**src/design/dca_pkg.sv**
```systemverilog
// package: command decoder constants, types and commands
package dca_pkg;
  localparam int DCA_BANKS = 8;
  localparam int DCA_BA_W = 3;
  localparam int DCA_ADDR_W = 13;
  localparam int DCA_COL_W = 10;
  localparam int DCA_AP_BIT = 10;
  localparam int DCA_BC_BIT = 12;
  localparam int DCA_TDQS_BIT = 11;
  localparam int DCA_SYNC_STAGES = 3;
  localparam logic [2:0] DCA_MR1_SEL = 3'h1;
  localparam logic [7:0] DCA_BANK_RST = 8'h00;
  localparam logic [DCA_ADDR_W-1:0] DCA_MR_RST = 13'h0000;
  localparam logic DCA_STB_RST = 1'b1;

  typedef enum logic [2:0] {
    DCA_CMD_NONE,
    DCA_CMD_NOP,
    DCA_CMD_ACT,
    DCA_CMD_PRE,
    DCA_CMD_RD,
    DCA_CMD_WR,
    DCA_CMD_MRS,
    DCA_CMD_OTHER
  } dca_cmd_t;

  typedef struct packed {
    logic cs_n;
    logic ras_n;
    logic cas_n;
    logic we_n;
    logic [DCA_BA_W-1:0] ba;
    logic [DCA_ADDR_W-1:0] addr;
    logic dm;
    logic data_phase;
    logic write_phase;
  } dca_pins_t;

  typedef struct packed {
    dca_cmd_t cmd;
    logic [DCA_BA_W-1:0] bank;
    logic [DCA_ADDR_W-1:0] row;
    logic [DCA_COL_W-1:0] col;
    logic [DCA_ADDR_W-1:0] opcode;
    logic auto_pre;
    logic pre_all;
    logic burst_full;
  } dca_dec_t;
endpackage

```
**src/design/dca_decoder.sv**
```systemverilog
// top: command and address decoder with bank state, mode register, strobe and mask control
module dca_decoder
  import dca_pkg::*;
(
  input wire logic mclk,
  input wire logic reset,
  input wire dca_pins_t pins,
  input wire logic dqs_i,
  output logic dqs_o,
  output logic dqs_oe,
  output dca_dec_t dec,
  output logic [DCA_BANKS-1:0] bank_open,
  output logic [DCA_BANKS-1:0] bank_pend_pre,
  output logic tdqs_en,
  output logic tdqs_term,
  output logic wr_byte_en,
  output logic wr_strobe
);
  localparam int PW = $bits(dca_pins_t);

  if (DCA_BANKS != (1 << DCA_BA_W))
  begin : g_bank_chk
    $error("bank count must match bank address width");
  end

  dca_pins_t sp;
  logic dqs_s;

  dca_sync #(.WIDTH(PW + 1)) u_sync (
    .mclk(mclk),
    .reset(reset),
    .d({pins, dqs_i}),
    .q({sp, dqs_s})
  );

  typedef struct packed {
    dca_dec_t dec;
    logic [DCA_BANKS-1:0] open;
    logic [DCA_BANKS-1:0] pend;
    logic [DCA_ADDR_W-1:0] mr1;
    logic dqs_o;
    logic dqs_oe;
    logic byte_en;
    logic wstb;
    logic dqs_prev;
  } dca_st_t;

  dca_st_t st_q;
  dca_st_t st_d;
  dca_cmd_t cmd;

  // command decode from registered pins, sampled on the rising edge only
  always_comb
  begin
    cmd = DCA_CMD_NONE;
    if (!sp.cs_n) // cs high masks every command
    begin
      unique case ({sp.ras_n, sp.cas_n, sp.we_n})
        3'b111: cmd = DCA_CMD_NOP;
        3'b011: cmd = DCA_CMD_ACT;
        3'b010: cmd = DCA_CMD_PRE;
        3'b101: cmd = DCA_CMD_RD;
        3'b100: cmd = DCA_CMD_WR;
        3'b000: cmd = DCA_CMD_MRS;
        default: cmd = DCA_CMD_OTHER;
      endcase
    end
  end

  always_comb
  begin
    st_d = st_q;
    st_d.dec = '0;
    st_d.dec.cmd = cmd;
    st_d.dec.bank = sp.ba;
    st_d.wstb = 1'b0;
    st_d.dqs_prev = dqs_s;
    st_d.pend = '0;
    unique case (cmd)
      DCA_CMD_ACT:
      begin
        st_d.dec.row = sp.addr;
        st_d.open[sp.ba] = 1'b1;
      end
      DCA_CMD_PRE:
      begin
        st_d.dec.pre_all = sp.addr[DCA_AP_BIT];
        if (sp.addr[DCA_AP_BIT])
          st_d.open = '0;
        else
          st_d.open[sp.ba] = 1'b0;
      end
      DCA_CMD_RD, DCA_CMD_WR:
      begin
        st_d.dec.col = sp.addr[DCA_COL_W-1:0];
        st_d.dec.auto_pre = sp.addr[DCA_AP_BIT];
        st_d.dec.burst_full = sp.addr[DCA_BC_BIT];
        if (sp.addr[DCA_AP_BIT])
        begin
          st_d.pend[sp.ba] = 1'b1;
          st_d.open[sp.ba] = 1'b0;
        end
      end
      DCA_CMD_MRS:
      begin
        st_d.dec.opcode = sp.addr;
        if (sp.ba == DCA_MR1_SEL)
          st_d.mr1 = sp.addr;
      end
      default:
      begin
      end
    endcase
    // strobe driven out only in a read data phase
    st_d.dqs_oe = sp.data_phase && !sp.write_phase;
    st_d.dqs_o = st_d.dqs_oe ? !st_q.dqs_o : 1'b0;
    // write beat: capture on strobe edge, mask unless termination strobe on
    if (sp.data_phase && sp.write_phase && (dqs_s != st_q.dqs_prev))
    begin
      st_d.wstb = 1'b1;
      st_d.byte_en = st_q.mr1[DCA_TDQS_BIT] ? 1'b1 : !sp.dm;
    end
  end

  always_ff @(posedge mclk or posedge reset)
  begin
    if (reset)
    begin
      st_q <= '0;
      st_q.open <= DCA_BANK_RST;
      st_q.mr1 <= DCA_MR_RST;
      // strobe history matches the synchroniser reset level, no false beat
      st_q.dqs_prev <= DCA_STB_RST;
    end
    else
      st_q <= st_d;
  end

  assign dec = st_q.dec;
  assign bank_open = st_q.open;
  assign bank_pend_pre = st_q.pend;
  assign tdqs_en = st_q.mr1[DCA_TDQS_BIT];
  assign tdqs_term = st_q.mr1[DCA_TDQS_BIT];
  assign wr_byte_en = st_q.byte_en;
  assign wr_strobe = st_q.wstb;
  assign dqs_o = st_q.dqs_o;
  assign dqs_oe = st_q.dqs_oe;
endmodule // dca_decoder

```
**src/design/dca_sync.sv**
```systemverilog
// three-stage synchroniser for pin inputs, change taken when stages 2 and 3 agree
module dca_sync
  import dca_pkg::*;
#(
  parameter int WIDTH = 1
) (
  input wire logic mclk,
  input wire logic reset,
  input wire logic [WIDTH-1:0] d,
  output logic [WIDTH-1:0] q
);
  if (WIDTH < 1)
  begin : g_width_chk
    $error("dca_sync width must be positive");
  end

  typedef struct packed {
    logic [WIDTH-1:0] s1;
    logic [WIDTH-1:0] s2;
    logic [WIDTH-1:0] s3;
    logic [WIDTH-1:0] q;
  } dca_sync_st_t;

  dca_sync_st_t st_q;
  dca_sync_st_t st_d;

  always_comb
  begin
    st_d = st_q;
    st_d.s1 = d;
    st_d.s2 = st_q.s1;
    st_d.s3 = st_q.s2;
    for (int i = 0; i < WIDTH; i++)
    begin
      if (st_q.s2[i] == st_q.s3[i])
        st_d.q[i] = st_q.s3[i];
    end
  end

  always_ff @(posedge mclk or posedge reset)
  begin
    if (reset)
      st_q <= '1;
    else
      st_q <= st_d;
  end

  assign q = st_q.q;
endmodule // dca_sync

```
**config.mk**
```make
export PLATFORM = sky130hd
export DESIGN_NAME = dca_decoder
export DESIGN_NICKNAME = d
export VERILOG_FILES = /design/src/design/dca_pkg.sv /design/src/design/dca_decoder.sv /design/src/design/dca_sync.sv
export SDC_FILE = /design/constraint.sdc
export NUM_CORES = 1
export LEC_CHECK = 0
export BUFFER_PORTS_ARGS = -buffer_cell sky130_fd_sc_hd__buf_4
export CAP_MARGIN = 40
export CORE_MARGIN = 4
export CORE_UTILIZATION = 39
export CTS_CLUSTER_SIZE = 14
export DETAILED_ROUTE_END_ITERATION = 10
export HOLD_SLACK_MARGIN = 0.1
export PLACE_DENSITY = 0.68
export SYNTH_ARGS = -nofsm -noshare
export SYNTH_HDL_FRONTEND = slang
export SYNTH_SLANG_ARGS = --single-unit
```
**constraint.sdc**
```tcl
create_clock -name mclk -period 6.4 [get_ports mclk]
set_input_delay 1.28 -clock mclk [delete_from_list [all_inputs] [get_ports mclk]]
set_output_delay 1.28 -clock mclk [all_outputs]
set_load 0.03 [all_outputs]
```
==> impl_metrics.json <==
{
  "ys_ff_latch": 163,
  "cts_resized": 0,
  "slowest_delay_ns": 0.42,
  "cts_hold_buf": 0,
  "wl_um": 8730,
  "ir_drop_uv": 175,
  "pwr-share-seq": 0.478,
  "hold_viol_final": 0,
  "multi_input_area_sq_um": 952,
  "setup_viol": 0,
  "hold_path.class": "register to register",
  "ctsHtreeMaxLevel": 4,
  "rows": 43,
  "initial_core_util": 0.404,
  "synth_adder_area_share": 0.0422,
  "synthSimpleGateAreaFrac": 0.102,
  "required_ns": 5.12,
  "final_cells": 607,
  "io_pins": 93,
  "arrival_ns": 1.01,
  "synth_top_family_by_area": "simple AND/OR/NAND/NOR gates",
  "grt_pass1_wl_um": 14400,
  "synth.largest_area_cell": "dfstp_2",
  "worst_r2r_endpoint": "bank_open[4]",
  "preCtsSetupSlack_ns": 3.66,
  "fin_total_pwr_mw": 2.54,
  "internal_power_mw": 1.90,
  "fin_nets": 440,
  "fmax_mhz": 437,
  "finalSetupTns_ns": 0,
  "synth_area_leaders": "dfstp_2 (45%), dfrtp_1 (29%), buf_4 (8.4%), maj3_1 (4.2%), and2_1 (4.1%)",
  "drc": 0,
  "avgRoutedWirePerCell_um": 14.4,
  "p_leak_nw": 3.02,
  "vias": 2701,
  "die_h_um": 129,
  "ys_types": 32,
  "cts_root_buffer": "clkbuf_16",
  "pwr-share-clk": 0.406,
  "port_buffers": 92,
  "layout-drive-gt1-share": 0.546,
  "grt_use_total": 0.115,
  "grt_pass1_vias": 2768,
  "seq_area_frac_synth": 0.738,
  "netlist_instances": 375,
  "cp_cell_sequence": "buf_4",
  "synthMuxAreaShare": 0.00396,
  "powerDensity_nw_per_um2": 376,
  "cts_sinks": 163,
  "synth_area_sq_um": 5690,
  "crit_fanout": 3,
  "worstReg2RegStart": "u_sync.q[22]",
  "worstHoldStart": "u_sync.st_d[58]",
  "core_area_sq_um": 14100,
  "diodes": 0,
  "synthXorXnorAreaFrac": 0.00308,
  "vias_per_cell": 4.45,
  "path_buf_inv": 1,
  "area_growth_pct": 18.4,
  "rsz0062_at_grt": "no",
  "seq_area_sq_um": 4200,
  "grt_antenna_before_repair": 0,
  "drv_cap": 0,
  "ant_nets": 0,
  "gp_congestion": 0.702,
  "power_switching_mw": 0.635,
  "overflow": 0,
  "grt_max_degree": 85,
  "max_slew_margin": 0.423,
  "fill_cells": 1236,
  "finClkSkew_ns": 0.00809,
  "post_cts_buffers": 0,
  "r2r_setup_slack_ns": 4.58,
  "numCtsBuffers": 17,
  "cts_tree": "yes",
  "synth_edf_count": 0,
  "comb_power_share": 0.116,
  "reg2regPathDepth": 3,
  "whs_endpoint": "u_sync.st_d[34]",
  "slew_viol_final": 0,
  "drt_iter0_drc": 99,
  "firstDrtPassIters": 6,
  "place_inst": 575,
  "hpwlAfterDp_um": 5710,
  "period_needed_ns": 2.29,
  "synth_flop_cell": "dfstp_2",
  "min_path_cells": 0,
  "tightest_slew_ns": 0.862,
  "critPathKind": "register to output pin",
  "worst_slack_ns": 4.11,
  "insertion_delay_ns": 0.41,
  "synth.avg_cell_area_sq_um": 15.2,
  "async_reset_ff_frac": 1.00,
  "slowest_stage": "dfrtp_1",
  "die_w_um": 129,
  "synth-compound-area-share": 0.0154,
  "p_sw_frac": 0.250,
  "synth_top_area_share": 0.448,
  "outcome": "finished clean",
  "clkTransAtPathRegs_ns": 0.06,
  "endpoint_kind": "output pin",
  "critical_path_cell_count": 1,
  "syn-num-nets": 401,
  "period_share": 0.358,
  "clockBufferDepth": 2,
  "critPathLaunchType": "register",
  "yosys_warnings": 0,
  "dieArea_sq_um": 16600,
  "cpLargestDelayFamily": "flip-flops"
}
[cells in the mapped netlist, types with 3 or more instances]
| master | n |
|---|---|
| dfstp_2 | 97 |
| dfrtp_1 | 66 |
| buf_4 | 64 |
| and2_1 | 37 |
| maj3_1 | 24 |
| nand2_1 | 11 |
| nand3_1 | 8 |
| nor2_1 | 8 |
| o211ai_1 | 7 |
| clkbuf_1 | 6 |
| buf_2 | 5 |
| inv_1 | 4 |
| nand2b_1 | 4 |
| nand3b_1 | 4 |
| nand4b_1 | 3 |
| nor2b_1 | 3 |
| nor3b_1 | 3 |
| or3b_2 | 3 |
[final cells by class]
| cell class | instances | share of cell area |
|---|---|---|
| well taps | 180 | 0.0334 |
| clock inverters | 12 | 0.0228 |
| inverters | 4 | 0.00297 |
| multi-input cells | 133 | 0.141 |
| flip-flops and latches | 163 | 0.623 |
| clock buffers | 20 | 0.0678 |
| repair buffers | 95 | 0.108 |
[how the worst max path moves through the flow]
stage,start,endpoint,slack (ns)
global placement,reset,dec[19],3.55
floorplan,reset,bank_open[0],0.88
CTS,tdqs_en,tdqs_en,4.09
detailed placement,reset,u_sync.st_d[29],3.66
finish,bank_open[5],bank_open[5],4.11
global route,reset,u_sync.q[20],3.93
[layout by cell type (no fill, tap or decap), types with 4 or more instances in the layout]
cell type	n
buf_4	93
o211ai_1	7
nand3_1	8
and2_1	37
dfstp_2	97
nand2_1	11
maj3_1	24
clkbuf_16	17
inv_6	4
dfrtp_1	66
nor2_1	8
nand3b_1	4
nand2b_1	4
[sequential cells by signal, summed over array words and instances, names as in the netlist, 8 cells and up]
name,count
u_sync.st_d,48
u_sync.st_q,24
dec,45
u_sync.q,24
bank_pend_pre,8
bank_open,8
[stage by stage]
| step | hold WS [ns] | utilization | area [sq um] |
|---|---|---|---|
| 5_1_grt | 0.354 | 0.478 | 6740 |
| 3_5_place_dp | 0.347 | 0.435 | 6130 |
| 6_report | 0.350 | 0.478 | 6740 |
| 3_3_place_gp | 0.346 | 0.432 | 6100 |
| 2_1_floorplan | 0.345 | - | 5690 |
| 4_1_cts | 0.351 | 0.478 | 6740 |
[routing by layer]
metal | vias up | track usage | share of wire
met2 | 72 | 0.164 | 0.48
met3 | 11 | 0.0535 | 0.070
met4 | 0 | 0.0488 | 0.015
met5 | - | 0 | 0
li1 | 1243 | - | -
met1 | 1375 | 0.150 | 0.44
[cells by family (layout without fill, tap and decap cells)]
kind of cell / after synthesis / count (layout)
mux: 2 / 2
simple gates: 93 / 93
buf+inv: 79 / 131
flops: 163 / 163
compound gates: 12 / 12
fa+ha+maj: 24 / 24
xor+xnor: 2 / 2
[power by group through the flow]
stage | registers, mW | logic (mW) | clock network [mW]
after floorplan | 1.21 | 0.245 | 0
after global placement | 1.22 | 0.292 | 0
after detailed placement | 1.23 | 0.301 | 0
after CTS | 1.21 | 0.301 | 1.06
after global routing | 1.23 | 0.318 | 1.11
final | 1.21 | 0.294 | 1.03
No activity file was read; power rests on OpenSTA's default activity.
